==> src/design/sers_pkg.sv <==
package sers_pkg;

   // ****************************************************************
   // Bit positions of the interface event latch.
   // ****************************************************************
   localparam int unsigned IE_OPS_DONE_BIT = 0;
   localparam int unsigned IE_QUERY_ERR_BIT = 2;
   localparam int unsigned IE_EXEC_ERR_BIT = 4;
   localparam int unsigned IE_CMD_ERR_BIT = 5;
   localparam int unsigned IE_POWER_ON_BIT = 7;
   localparam logic [7:0] IE_USED_MASK = 8'hb5;

   // ****************************************************************
   // Bit positions of the operation event latch and status byte.
   // ****************************************************************
   localparam int unsigned OP_ALARM_BIT = 0;
   localparam int unsigned OP_OVERLOAD_BIT = 1;
   localparam int unsigned OP_LOOP_TWO_RAMP_BIT = 2;
   localparam int unsigned OP_LOOP_ONE_RAMP_BIT = 3;
   localparam int unsigned OP_NEW_READING_BIT = 4;
   localparam int unsigned OP_AUTOTUNE_DONE_BIT = 5;
   localparam int unsigned OP_CAL_BIT = 6;
   localparam int unsigned OP_COM_BIT = 7;
   localparam int unsigned SB_ESB_BIT = 5;
   localparam int unsigned SB_OSB_BIT = 7;

   // ****************************************************************
   // Reset values and decimal answer width.
   // ****************************************************************
   localparam logic [7:0] REG_RESET = 8'h00;
   localparam int unsigned DEC_DIGITS = 3;

   // ****************************************************************
   // Query and command codes on the command port.
   // ****************************************************************
   typedef enum logic [3:0] {
      SERS_CMD_NONE,
      SERS_CMD_CLEAR_STATUS,
      SERS_CMD_IE_ENABLE_WRITE,
      SERS_CMD_IE_ENABLE_READ,
      SERS_CMD_IE_EVENT_READ,
      SERS_CMD_OP_ENABLE_WRITE,
      SERS_CMD_OP_ENABLE_READ,
      SERS_CMD_OP_EVENT_READ,
      SERS_CMD_OP_COND_READ,
      SERS_CMD_SR_ENABLE_WRITE,
      SERS_CMD_SR_ENABLE_READ,
      SERS_CMD_STATUS_BYTE_READ,
      SERS_CMD_COMPLETION_ARM
   } sers_cmd_e;

   typedef struct packed {
      logic valid;
      sers_cmd_e code;
      logic [7:0] value;
   } sers_cmd_s;

   typedef struct packed {
      logic valid;
      logic [7:0] value;
      logic [3:0] hundreds;
      logic [3:0] tens;
      logic [3:0] ones;
   } sers_rsp_s;

   typedef struct packed {
      logic power_on;
      logic command_error;
      logic execution_error;
      logic query_error;
      logic ops_done;
   } sers_ie_evt_s;

   typedef struct packed {
      logic comm_error;
      logic cal_error;
      logic autotune_active;
      logic new_reading;
      logic loop_one_ramp_done;
      logic loop_two_ramp_done;
      logic overload;
      logic alarm;
      logic alarm_visible;
   } sers_op_cond_s;

endpackage

==> src/design/sers_dec8.sv <==
`timescale 1ns/1ps
`default_nettype none

// ****************************************************************
// Binary to three decimal digits, registered.
// ****************************************************************
module sers_dec8
   import sers_pkg::*;
(
   input wire logic mclk,
   input wire logic nrst,
   input wire logic [7:0] bin,
   output logic [3:0] hundreds,
   output logic [3:0] tens,
   output logic [3:0] ones
);

   typedef struct packed {
      logic [3:0] h;
      logic [3:0] t;
      logic [3:0] o;
   } sers_dec_s;

   sers_dec_s st_r;
   sers_dec_s st_nxt;

   always_comb begin
      logic [7:0] rem;
      rem = bin;
      st_nxt = '0;
      st_nxt.h = 4'(rem / 8'd100);
      rem = 8'(rem % 8'd100);
      st_nxt.t = 4'(rem / 8'd10);
      st_nxt.o = 4'(rem % 8'd10);
      if (!nrst) begin
         st_nxt = '0;
      end
   end

   always_ff @(posedge mclk) begin
      st_r <= st_nxt;
   end

   assign hundreds = st_r.h;
   assign tens = st_r.t;
   assign ones = st_r.o;

endmodule
`default_nettype wire

==> src/design/sers_status.sv <==
// Behaviour
// - Query answers binary weighted decimal sum.
// - Only enable registers are writable.
// - Interface event read returns then clears.
// - Clear-status and power-on clear both events.
// - Zero write or power-on clears enables.
// - Summary bits follow event registers, no clear.
// - Interface summary is OR of enabled events.
// - Operation summary is OR of enabled events.
// - Power-on sets interface bit 7.
// - Command error sets bit 5.
// - Execution error sets bit 4.
// - Lost response data sets bit 2.
// - Armed completion sets bit 0.
// - Processor comm error sets operation bit 7.
// - Calibration error sets operation bit 6.
// - Autotune idle sets operation bit 5.
// - New reading sets operation bit 4.
// - Ramp done sets bits 3 and 2.
// - Sensor overload sets operation bit 1.
// - Alarm with visibility sets bit 0.
// - Event read clears; condition read does not.
// - Event bits latch until cleared.
// - Condition register is live, read-only.
`timescale 1ns/1ps
`default_nettype none

module sers_status
   import sers_pkg::*;
(
   input wire logic mclk,
   input wire logic nrst,
   input wire sers_cmd_s cmd,
   input wire sers_ie_evt_s ie_evt,
   input wire sers_op_cond_s op_cond,
   output sers_rsp_s rsp,
   output logic [7:0] status_byte,
   output logic [7:0] op_condition,
   output logic completion_armed
);

   // ****************************************************************
   // State.
   // ****************************************************************
   typedef struct packed {
      logic [7:0] ie_event;
      logic [7:0] ie_enable;
      logic [7:0] op_event;
      logic [7:0] op_enable;
      logic [7:0] sr_enable;
      logic [7:0] op_cond;
      logic [7:0] sbyte;
      logic completion_arm;
      logic power_seen;
      logic rsp_pend;
      logic rsp_valid;
      logic [7:0] rsp_value;
      logic [7:0] rsp_shown;
   } sers_state_s;

   sers_state_s st_r;
   sers_state_s st_nxt;
   logic [3:0] dec_h;
   logic [3:0] dec_t;
   logic [3:0] dec_o;
   logic [7:0] ie_set;
   logic [7:0] op_live;

   // ****************************************************************
   // Event sources.
   // ****************************************************************
   always_comb begin
      ie_set = '0;
      ie_set[IE_POWER_ON_BIT] = !st_r.power_seen;
      ie_set[IE_CMD_ERR_BIT] = ie_evt.command_error;
      ie_set[IE_EXEC_ERR_BIT] = ie_evt.execution_error;
      ie_set[IE_QUERY_ERR_BIT] = ie_evt.query_error;
      ie_set[IE_OPS_DONE_BIT] = st_r.completion_arm && ie_evt.ops_done;
      ie_set = ie_set & IE_USED_MASK;
      op_live = '0;
      op_live[OP_COM_BIT] = op_cond.comm_error;
      op_live[OP_CAL_BIT] = op_cond.cal_error;
      op_live[OP_AUTOTUNE_DONE_BIT] = !op_cond.autotune_active;
      op_live[OP_NEW_READING_BIT] = op_cond.new_reading;
      op_live[OP_LOOP_ONE_RAMP_BIT] = op_cond.loop_one_ramp_done;
      op_live[OP_LOOP_TWO_RAMP_BIT] = op_cond.loop_two_ramp_done;
      op_live[OP_OVERLOAD_BIT] = op_cond.overload;
      op_live[OP_ALARM_BIT] = op_cond.alarm && op_cond.alarm_visible;
   end

   // ****************************************************************
   // Next state.
   // ****************************************************************
   always_comb begin
      logic [7:0] ie_ev;
      logic [7:0] op_ev;
      ie_ev = st_r.ie_event;
      op_ev = st_r.op_event;
      st_nxt = st_r;
      st_nxt.rsp_valid = 1'b0;
      st_nxt.rsp_pend = 1'b0;
      st_nxt.power_seen = 1'b1;
      st_nxt.op_cond = op_live;
      // The binary value trails by one so that it stands beside the digits of the same answer.
      st_nxt.rsp_shown = st_r.rsp_value;
      // Completion disarms before commands are decoded, so a fresh arm on that cycle wins.
      if (ie_set[IE_OPS_DONE_BIT]) begin
         st_nxt.completion_arm = 1'b0;
      end
      if (cmd.valid) begin
         st_nxt.rsp_pend = 1'b1;
         case (cmd.code)
            SERS_CMD_CLEAR_STATUS: begin
               ie_ev = '0;
               op_ev = '0;
               st_nxt.rsp_pend = 1'b0;
            end
            SERS_CMD_IE_ENABLE_WRITE: begin
               st_nxt.ie_enable = cmd.value & IE_USED_MASK;
               st_nxt.rsp_pend = 1'b0;
            end
            SERS_CMD_OP_ENABLE_WRITE: begin
               st_nxt.op_enable = cmd.value;
               st_nxt.rsp_pend = 1'b0;
            end
            SERS_CMD_SR_ENABLE_WRITE: begin
               st_nxt.sr_enable = cmd.value;
               st_nxt.rsp_pend = 1'b0;
            end
            SERS_CMD_IE_ENABLE_READ: st_nxt.rsp_value = st_r.ie_enable;
            SERS_CMD_OP_ENABLE_READ: st_nxt.rsp_value = st_r.op_enable;
            SERS_CMD_SR_ENABLE_READ: st_nxt.rsp_value = st_r.sr_enable;
            SERS_CMD_IE_EVENT_READ: begin
               st_nxt.rsp_value = st_r.ie_event;
               ie_ev = '0;
            end
            SERS_CMD_OP_EVENT_READ: begin
               st_nxt.rsp_value = st_r.op_event;
               op_ev = '0;
            end
            SERS_CMD_OP_COND_READ: st_nxt.rsp_value = st_r.op_cond;
            SERS_CMD_STATUS_BYTE_READ: st_nxt.rsp_value = st_r.sbyte;
            SERS_CMD_COMPLETION_ARM: begin
               st_nxt.completion_arm = 1'b1;
               st_nxt.rsp_pend = 1'b0;
            end
            default: st_nxt.rsp_pend = 1'b0;
         endcase
      end
      // Sets are applied after clears so an event on the clearing cycle survives.
      st_nxt.ie_event = ie_ev | ie_set;
      st_nxt.op_event = op_ev | op_live;
      st_nxt.sbyte = '0;
      st_nxt.sbyte[SB_ESB_BIT] = |(st_nxt.ie_event & st_nxt.ie_enable);
      st_nxt.sbyte[SB_OSB_BIT] = |(st_nxt.op_event & st_nxt.op_enable);
      // The decimal converter adds one cycle, so the answer strobe trails by one.
      st_nxt.rsp_valid = st_r.rsp_pend;
      if (!nrst) begin
         st_nxt = '0;
         st_nxt.ie_enable = REG_RESET;
         st_nxt.op_enable = REG_RESET;
         st_nxt.sr_enable = REG_RESET;
      end
   end

   always_ff @(posedge mclk) begin
      st_r <= st_nxt;
   end

   // ****************************************************************
   // Decimal answer.
   // ****************************************************************
   sers_dec8 u_dec (
      .mclk(mclk),
      .nrst(nrst),
      .bin(st_r.rsp_value),
      .hundreds(dec_h),
      .tens(dec_t),
      .ones(dec_o)
   );

   always_comb begin
      rsp = '0;
      rsp.valid = st_r.rsp_valid;
      rsp.value = st_r.rsp_shown;
      rsp.hundreds = dec_h;
      rsp.tens = dec_t;
      rsp.ones = dec_o;
   end

   assign status_byte = st_r.sbyte;
   assign op_condition = st_r.op_cond;
   assign completion_armed = st_r.completion_arm;

endmodule
`default_nettype wire

==> config.mk <==
export PLATFORM = sky130hd
export DESIGN_NAME = sers_status
export DESIGN_NICKNAME = d
export VERILOG_FILES = /design/src/design/sers_pkg.sv /design/src/design/sers_dec8.sv /design/src/design/sers_status.sv
export SDC_FILE = /design/constraint.sdc
export NUM_CORES = 1
export LEC_CHECK = 0
export ABC_AREA = 1
export BUFFER_PORTS_ARGS = -buffer_cell sky130_fd_sc_hd__buf_4
export CAP_MARGIN = 10
export CORE_UTILIZATION = 60
export CTS_CLUSTER_DIAMETER = 120
export DETAILED_ROUTE_END_ITERATION = 12
export PLACE_DENSITY = 0.92
export SLEW_MARGIN = 15
export SYNTH_ARGS = -nofsm -noshare
export SYNTH_HDL_FRONTEND = slang
export SYNTH_SLANG_ARGS = --single-unit
==> constraint.sdc <==
create_clock -name mclk -period 5.45 [get_ports mclk]
set_input_delay 0.2725 -clock mclk [delete_from_list [all_inputs] [get_ports mclk]]
set_output_delay 0.2725 -clock mclk [all_outputs]
set_load 0.1 [all_outputs]
==> results.toml, run 1 <==
[global_routing]
grt_pass1_wl_mm = 13.9
grt_remaining_overflow = 0
antenna_found_initial = 0
grt_max_degree = 47
grtUsageTotal_pct = 28.5
grt_pass1_vias = 3068

[layout]
n_antenna_cell = 0
final_common_cell = "nand2_1"
final_area_sq_um = 4150
layout-drive-gt1-share_pct = 20.0
fin_nets = 560
area_growth_pct = 13.2
final_cell_mix = "84 x nand2_1, 79 x dfxtp_1, 68 x inv_1"

[routing]
routedWlPerCell_um = 14.2
vias_per_cell = 5.54
wirelength_mm = 8.68
vias = 3385
drc = 0
drtAntennaViolNets = 0
dr.pass1.iters = 5
drtIter0Drc = 330

[yosys]
synth_warnings = 0
syn_area_sq_um = 3670
syn-mean-instance-area_sq_um = 7.41
synth_cells = 495
synth-edff-count = 0
synth_seq_cells = 79
synthFlopType = "dfxtp_1"
yosysSeqAreaShare_pct = 43.1
synth_cell_types = 43
postSynth.asyncResetShare_pct = 0

[placed_design]
gp_congestion = 1.00
placed_area_sq_um = 3960
io_buffers = 57
dpl.hpwl_mm = 6.29

[timing]
worstMarginPinSlew_ns = 0.917
setup_viol = 0
clock_skew_ns = 0.00778
period_needed_ns = 2.45
final_hold_viol_count = 0
fmax_ghz = 0.408
relSlewSlack_pct = 38.7
finalCritPeriodShare_pct = 45.0
rsz0062_at_grt = "false"
tns_ns = 0
slew_violations = 0

[pwr]
switchingPower_uw = 424
internal_power_uw = 889
p_total_uw = 1310
switching_share_pct = 32.3
p_clk_share_pct = 32.5
power_frac_comb_pct = 20.6
power_density_nw_per_um2 = 316
p_leak_uw = 0.00197
vdd_drop_max_uv = 200
seq_power_share_pct = 46.9

[cts]
root_buffer = "clkbuf_8"
hold_buffers = 0
cts_sinks = 79
clock_path_buffers = 2
ctsResizeCount = 0
clock_latency_ns = 0.36
cts_buffers = 9
postCtsSetupRepairBufs = 0
path_clk_slew_ns = 0.08
cts_tree = "done"
cts_max_level = 3

[floorplan]
die_height_um = 80.2
die_area_sq_um = 6430
boundaryPins = 67
die_w_um = 80.2
core_sq_um = 5920
start_util_pct = 61.9
row_count = 28

[worst_setup_path]
rr_startpoint = "st_r[14]"
rr_worst_depth = 16
startpoint_type = "register"
crit-reg2reg-capture = "u_dec.ones[2]"
r2r_slack_ns = 3.00
worst-endpoint-arrival_ns = 2.69
required_ns = 5.69
endpoint_kind = "register"
cp_max_fo = 8
critical_path_class = "register to register"

[min_path]
hp-class = "primary input to register"
hold_end = "op_condition[5]"
hold_path_depth = 2
hold_start = "op_cond[6]"

[status]
status = "finished, final reports clean"

[run]
drv_cap = 0
-- kinds of logic (layout without fill, tap and decap cells) --
family                 after synthesis  in the layout  share of synthesized area [%]
buffers and inverters              115            149                           14.7
AO/OA/AOI/OAI                       98             98                           16.3
other                                1              8                          0.102
flip-flops                          79             79                           43.1
AND/OR/NAND/NOR                    200            200                           25.2
XOR/XNOR                             1              1                          0.239
multiplexers                         1              1                          0.273
-- cells in the mapped netlist (2+ instances only) --
| library cell | n | share of area (%) |
|---|---|---|
| a211oi_1 | 2 | 0.41 |
| a21oi_1 | 35 | 4.8 |
| a21oi_2 | 4 | 0.96 |
| a221oi_1 | 7 | 1.7 |
| a31oi_1 | 2 | 0.34 |
| buf_2 | 2 | 0.27 |
| buf_4 | 28 | 5.7 |
| clkbuf_1 | 8 | 0.82 |
| dfxtp_1 | 79 | 43 |
| inv_1 | 68 | 7.0 |
| inv_2 | 6 | 0.61 |
| nand2_1 | 84 | 8.6 |
| nand2_2 | 10 | 1.7 |
| nand2_4 | 5 | 1.5 |
| nand3_1 | 15 | 2.0 |
| nand3_2 | 4 | 1.1 |
| nand4_1 | 10 | 1.7 |
| nor2_1 | 62 | 6.3 |
| nor2_2 | 2 | 0.34 |
| nor3_1 | 4 | 0.55 |
| o21ai_0 | 27 | 3.7 |
| o22ai_1 | 9 | 1.5 |
| o41a_1 | 2 | 0.61 |
-- through the flow --
stage / cells / hold WS (ns) / setup WS, ns / util, %
final: 611 / 0.0782 / 3.00 / 70.1
after global routing: 611 / 0.0906 / 2.75 / 70.1
after CTS: 611 / 0.0827 / 3.02 / 70.1
after detailed placement: 595 / 0.406 / 2.89 / 66.9
after global placement: 595 / 0.408 / 2.98 / 66.9
after floorplan: 502 / 0.300 / 3.33 / -
-- cell type report --
class / count / area (sq um)
timing repair buffer: 57 / 428
tap: 75 / 93.8
multi-input combinational: 308 / 1570
fill: 491 / 1770
inverter: 76 / 287
sequential: 79 / 1580
clock buffer: 12 / 145
clock inverter: 4 / 45.0
-- flip-flops by register name, indices dropped and copies added, names as in the netlist --
register	flops
completion_armed	1
rsp	9
status_byte	2
st_r	50
u_dec.tens	4
u_dec.hundreds	2
op_condition	8
u_dec.ones	3
-- per-layer routing --
metal	vias to the layer above	share of wire, %	track usage, %	routed length (um)
li1	1641	-	-	-
met1	1560	40	32.6	3450
met2	158	51	50.7	4390
met3	26	6.3	4.43	548
met4	0	3.3	15.2	282
met5	-	0	0	0
-- power groups by stage --
stage / clock network, uW / logic [uW] / registers (uW)
finish: 426 / 271 / 616
global route: 456 / 288 / 618
detailed placement: 0 / 268 / 629
CTS: 427 / 269 / 615
floorplan: 0 / 176 / 672
global placement: 0 / 262 / 627
-- how the worst max path moves through the flow --
stage                         end      from  cells past startpoint  slack [ns]
global route        u_dec.ones[2]  st_r[12]                     18        2.75
finish              u_dec.ones[2]  st_r[14]                     16        3.00
detailed placement       st_r[12]   cmd[10]                     10        2.89
CTS                 u_dec.ones[2]  st_r[12]                     18        3.02
floorplan           u_dec.ones[2]  st_r[11]                     19        3.33
global placement         st_r[12]   cmd[10]                     10        2.98
-- worst max-delay path: stages (launching register included) --
cell,delay [ns]
dfxtp_1,0.52
nand4_2,0.23
nand3_4,0.16
nand2_4,0.09
nand2_4,0.09
nand2_4,0.05
nand2_4,0.07
clkinv_2,0.10
nand2_2,0.08
nand2_2,0.08
nand3_1,0.10
nand3_2,0.09
nand2_2,0.12
nand3_1,0.11
and2_1,0.19
a211oi_1,0.17
nor2_1,0.08
(Power assumes the default switching activity.)
==> run 2, diff against run 1 <==
--- a/config.mk
+++ b/config.mk
@@ -8,10 +8,10 @@
 export ABC_AREA = 1
 export BUFFER_PORTS_ARGS = -buffer_cell sky130_fd_sc_hd__buf_4
 export CAP_MARGIN = 10
-export CORE_UTILIZATION = 60
+export CORE_UTILIZATION = 50
 export CTS_CLUSTER_DIAMETER = 120
 export DETAILED_ROUTE_END_ITERATION = 12
-export PLACE_DENSITY = 0.92
+export PLACE_DENSITY = 0.83
 export SLEW_MARGIN = 15
 export SYNTH_ARGS = -nofsm -noshare
 export SYNTH_HDL_FRONTEND = slang
==> constraint.sdc (replaced) <==
create_clock -name mclk -period 2.2 [get_ports mclk]
set_input_delay 0.11 -clock mclk [delete_from_list [all_inputs] [get_ports mclk]]
set_output_delay 0.11 -clock mclk [all_outputs]
set_load 0.1 [all_outputs]
==> run 2 against run 1 <==
  * The flow now finishes with violations (setup timing)
  * Sequential share of layout area down 5.0 points
  * Wire length up 19%
  * Cell count up 11%
  * Maximum frequency up 1.4%
  * Sequential power up 150%
  * Cell area up 16%
  * Combinational power rose to 3.0 times the previous value
  * Worst setup slack worse by 3.2 ns
  * Critical endpoint is now u_dec.ones[1]
  * Largest cell class is now multi-input combinational cells
  * Highest routed layer unchanged
==> results.toml, run 2 (synthesized netlist as in run 1, its figures left out) <==
[routing]
drtIter0Drc = 272
wirelength_mm = 10.4
vias_per_cell = 5.35
routedWlPerCell_um = 15.3
drc = 0
dr.pass1.iters = 5
drtAntennaViolNets = 0
vias = 3624

[global_routing]
grt_pass1_wl_mm = 15.3
grt_pass1_vias = 3380
grt_remaining_overflow = 0
grt_max_degree = 35
antenna_found_initial = 0
grtUsageTotal_pct = 26.2

[floorplan]
row_count = 30
die_w_um = 87.6
boundaryPins = 67
core_sq_um = 6940
die_height_um = 87.6
start_util_pct = 52.8
die_area_sq_um = 7680

[pwr]
p_total_uw = 3560
vdd_drop_max_uv = 381
power_density_nw_per_um2 = 736
p_leak_uw = 0.00227

[layout]
regMostFlops = "st_r"
n_fill_cell = 539
post-route-util_pct = 69.6
final_common_cell = "buf_4"
final_area_sq_um = 4830
layout-drive-gt1-share_pct = 29.8
fin_nets = 605
n_antenna_cell = 0
largest_reg_flops = 50
area_growth_pct = 31.8
final_cell_mix = "92 x buf_4, 75 x nand2_1, 74 x dfxtp_1"

[min_path]
hp-class = "primary input to register"
hold_path_depth = 3

[cts]
root_buffer = "clkbuf_8"
cts_tree = "done"
cts_sinks = 79
cts_buffers = 9
clock_path_buffers = 2
clock_latency_ns = 0.36
path_clk_slew_ns = 0.08
cts_max_level = 3

[timing]
clock_skew_ns = 0.00640
tns_ns = -0.768
worstMarginPinSlew_ns = 0.496
relSlewSlack_pct = 66.8
fmax_ghz = 0.414
period_needed_ns = 2.42
final_hold_viol_count = 0
rsz0062_at_grt = "true"
slew_violations = 0
finalWorstSetupSlack_ns = -0.216
setup_viol = 5
finalCritPeriodShare_pct = 110

[status]
violations = "setup timing"
status = "complete, but fails checks"

[placed_design]
io_buffers = 57
gp_congestion = 0.993
pre_cts_ws_ns = -0.130
placed_area_sq_um = 4160
dpl.hpwl_mm = 6.65

[worst_setup_path]
critical_path_class = "register to register"
rr_worst_depth = 23
worstPathCellList = "nor2_4 -> nand2_8 -> nand3_4 -> nand2_4 -> nand2_1 -> nand2_1 -> nand2_1 -> nand2_4 -> nand2_4 -> clkinv_4 -> nand2_4 -> nand2_4 -> nand3_2 -> nand3_4 -> nand2_4 -> nand2_4 -> nand2_2 -> nand2_2 -> inv_2 -> nand2_2 -> nand2_1 -> nand2_1 -> a21oi_1"
endpoint_kind = "register"
slowest_stage = "dfxtp_4"
required_ns = 2.49
crit_top_cell = "nand2_4"
max_stage_delay_ns = 0.36
startpoint_type = "register"
cp_max_fo = 4
worst-endpoint-arrival_ns = 2.71

[run]
drv_cap = 0
==> run 2: changes by cell type in the layout (fill, tap and decap cells not counted), sizes merged <==
cell         delta
dlygate4sd3    +10
clkinv          -2
bufinv          +1
clkbuf          +1
buf            +35
==> run 2: stage by stage <==
stage | instances | hold WS, ns
2_1_floorplan | 502 | 0.138
3_3_place_gp | 639 | 0.281
3_5_place_dp | 639 | 0.287
4_1_cts | 670 | 0.00775
5_1_grt | 677 | 0.0364
6_report | 677 | 0.00895
==> run 2: repair_timing <==
| item | 4_1_cts | 5_1_grt |
|---|---|---|
| endpoints found under the hold margin | 14 | 0 |
| pin swaps | 14 | 17 |
| setup buffers | 5 | 7 |
| hold buffers | 10 | 0 |
| setup endpoints to repair | 4 | 5 |
| resized for setup | 30 | 34 |
==> run 2: area by class of cell <==
| cell class | count | area (sq um) | share of cell area (%) |
|---|---|---|---|
| Tap cell | 96 | 120 | 2.49 |
| Timing Repair Buffer | 102 | 791 | 16.4 |
| Inverter | 76 | 293 | 6.06 |
| Clock inverter | 3 | 65.1 | 1.35 |
| Sequential cell | 79 | 1600 | 33.1 |
| Multi-Input combinational cell | 308 | 1810 | 37.4 |
| Clock buffer | 13 | 159 | 3.29 |
==> run 2: routing by layer <==
layer | routed length, um | up-vias | track usage [%]
li1 | - | 1742 | -
met1 | 3990 | 1695 | 29.3
met2 | 5410 | 152 | 48.7
met3 | 632 | 35 | 3.96
met4 | 332 | 0 | 12.5
met5 | 0 | - | 0
==> run 2: power breakdown <==
part	leakage [uW]	switching [uW]	internal (uW)
clock network	0.000114	523	701
logic	0.00151	576	233
registers	0.000649	37.0	1490
total	0.00227	1140	2420
==> run 2: worst max-delay path: cells and delay by family, from the launching register on <==
family	cells	cell delay, ns
DFF	1	0.36
AOI/OAI and AO/OA	1	0.13
and+or+nand+nor	20	1.70
buffers and inverters	2	0.14
==> run 2: final timing paths <==
kind / from / end / slack [ns]
worst max-delay path: st_r[11] / u_dec.ones[1] / -0.22
worst min-delay path: op_cond[0] / op_condition[0] / 0.009
worst max register to register: st_r[11] / u_dec.ones[1] / -0.22
worst min register to register: st_r[17] / rsp[20] / 0.42
==> run 3, diff against run 2 <==
--- a/config.mk
+++ b/config.mk
@@ -12,6 +12,7 @@
 export CTS_CLUSTER_DIAMETER = 120
 export DETAILED_ROUTE_END_ITERATION = 12
 export PLACE_DENSITY = 0.83
+export SETUP_SLACK_MARGIN = 0.3
 export SLEW_MARGIN = 15
 export SYNTH_ARGS = -nofsm -noshare
 export SYNTH_HDL_FRONTEND = slang
==> run 3 against run 2 <==
  * The flow still finishes with violations (setup timing)
  * Critical path depth is 3 lower
  * Clock-buffer cell count is 3 lower
  * Sequential share of layout area is 0.51 points higher
  * Non-clock buffer count stayed put
  * Cell area is 1.8% lower
  * Via count is 2.6% lower
  * Largest cell class unchanged
  * Largest power group unchanged
==> results.toml, run 3 (synthesized netlist as in run 1, its figures left out) <==
[status]
status = "complete, but fails checks"
violations = "setup timing"

[pwr]
vdd_drop_max_uv = 411
p_total_uw = 3270
power_density_nw_per_um2 = 689
p_leak_uw = 0.00222

[global_routing]
grt_pass1_vias = 3402
antenna_found_initial = 0
grt_remaining_overflow = 0
grt_pass1_wl_mm = 15.6
grtUsageTotal_pct = 27.1
grt_max_degree = 36

[run]
drv_cap = 0

[worst_setup_path]
worstPathCellList = "inv_2 -> nand2_4 -> nand3_4 -> nand2_4 -> nand3_4 -> nand2_4 -> nand2_4 -> buf_4 -> xor2_2 -> buf_4 -> inv_1 -> nand2_1 -> nand2_1 -> nand2_2 -> nand2_2 -> inv_2 -> nand2_2 -> nand2_1 -> nand2_1 -> a21oi_1"
endpoint_kind = "register"
critical_path_class = "register to register"
startpoint_type = "register"
cp.depth = 20
cp_max_fo = 4
rr_worst_depth = 20
slowest_stage = "dfxtp_2"
crit_buf_inv = 5
max_stage_delay_ns = 0.37
crit_family = "simple AND/OR/NAND/NOR gates"
required_ns = 2.50
worst-endpoint-arrival_ns = 2.69

[floorplan]
die_area_sq_um = 7680
die_w_um = 87.6
core_sq_um = 6940
boundaryPins = 67
start_util_pct = 52.8
die_height_um = 87.6
row_count = 30

[placed_design]
gp_congestion = 0.936
io_buffers = 57
placed_area_sq_um = 4180
dpl.hpwl_mm = 6.78

[routing]
routedWlPerCell_um = 14.9
drtIter0Drc = 291
wirelength_mm = 10.1
drtAntennaViolNets = 0
drc = 0
dr.pass1.iters = 5
vias_per_cell = 5.21
vias = 3528

[layout]
post-route-util_pct = 68.3
n_antenna_cell = 0
final_area_sq_um = 4750
largest_reg_flops = 50
regMostFlops = "st_r"
final_cell_mix = "89 x buf_4, 75 x nand2_1, 74 x dfxtp_1"
area_growth_pct = 29.5
fin_nets = 605
final_common_cell = "buf_4"
layout-drive-gt1-share_pct = 29.8
n_fill_cell = 579

[timing]
period_needed_ns = 2.39
finalWorstSetupSlack_ns = -0.191
fmax_ghz = 0.418
whs_ns = 0.0100
finalCritPeriodShare_pct = 109
slew_violations = 0
clock_skew_ns = 0.00923
setup_viol = 4
relSlewSlack_pct = 60.9
worstMarginPinSlew_ns = 0.584
rsz0062_at_grt = "true"
final_hold_viol_count = 0

[min_path]
hp-class = "primary input to register"
hold_path_depth = 3

[cts]
clock_latency_ns = 0.37
cts_tree = "done"
cts_sinks = 79
root_buffer = "clkbuf_8"
clock_path_buffers = 2
cts_max_level = 3
path_clk_slew_ns = 0.08
cts_buffers = 9
-- run 3: cell types whose count changed in the layout (fill, tap and decap cells not counted), sizes merged --
cell         delta
clkbuf          -3
buf             -3
bufinv          -2
dlygate4sd3     +3
clkinv          +2
clkinvlp        +3
-- run 3: path summary, 6_finish.rpt --
check                           startpoint       endpoint  slack [ns]
worst max register to register    st_r[13]  u_dec.ones[1]       -0.19
worst min register to register    st_r[17]        rsp[20]        0.42
worst max-delay path              st_r[13]  u_dec.ones[1]       -0.19
worst min-delay path                cmd[6]       st_r[42]        0.01
-- run 3: worst reg2reg max path, delay by kind of cell, from the launching register on --
family | cells | cell delay, ns
compound gates | 1 | 0.14
xor+xnor | 1 | 0.21
buf+inv | 5 | 0.53
flops | 1 | 0.37
simple gates | 13 | 1.09
-- run 3: layer usage --
layer  GRT usage [%]  wire, um  up-vias
met2            48.9      5210      130
met4            11.5       356        0
met5               0         0        -
met3            6.69       535       32
met1            30.3      3980     1636
li1                -         -     1730
-- run 3: per-stage QoR --
step                setup slack [ns]  setup TNS [ns]  cells
floorplan                      0.115               0    502
finish                        -0.191          -0.551    677
global route                  -0.352           -1.19    677
global placement            -0.00912        -0.00912    637
detailed placement            -0.196          -0.598    637
CTS                          -0.0580         -0.0995    671
-- run 3: repair_timing --
action	in CTS	in global routing
buffers inserted	5	6
pin swaps	6	15
gates resized for setup	13	34
setup endpoints to repair	5	5
hold endpoints to repair	18	0
hold buffers	13	0
-- run 3: layout make-up --
type	instances	area, sq um	share of cell area (%)
clock buffers	10	128	2.69
clock inverters	6	37.5	0.791
inverters	76	293	6.17
multi-input cells	308	1770	37.4
flip-flops and latches	79	1600	33.6
well taps	96	120	2.53
repair buffers	102	798	16.8
-- run 3: where the power goes --
group	internal, uW	total, uW	switching, uW	leakage [uW]
clock	403	948	545	0.0000781
combinational	228	798	570	0.00149
sequential	1490	1520	36.0	0.000649
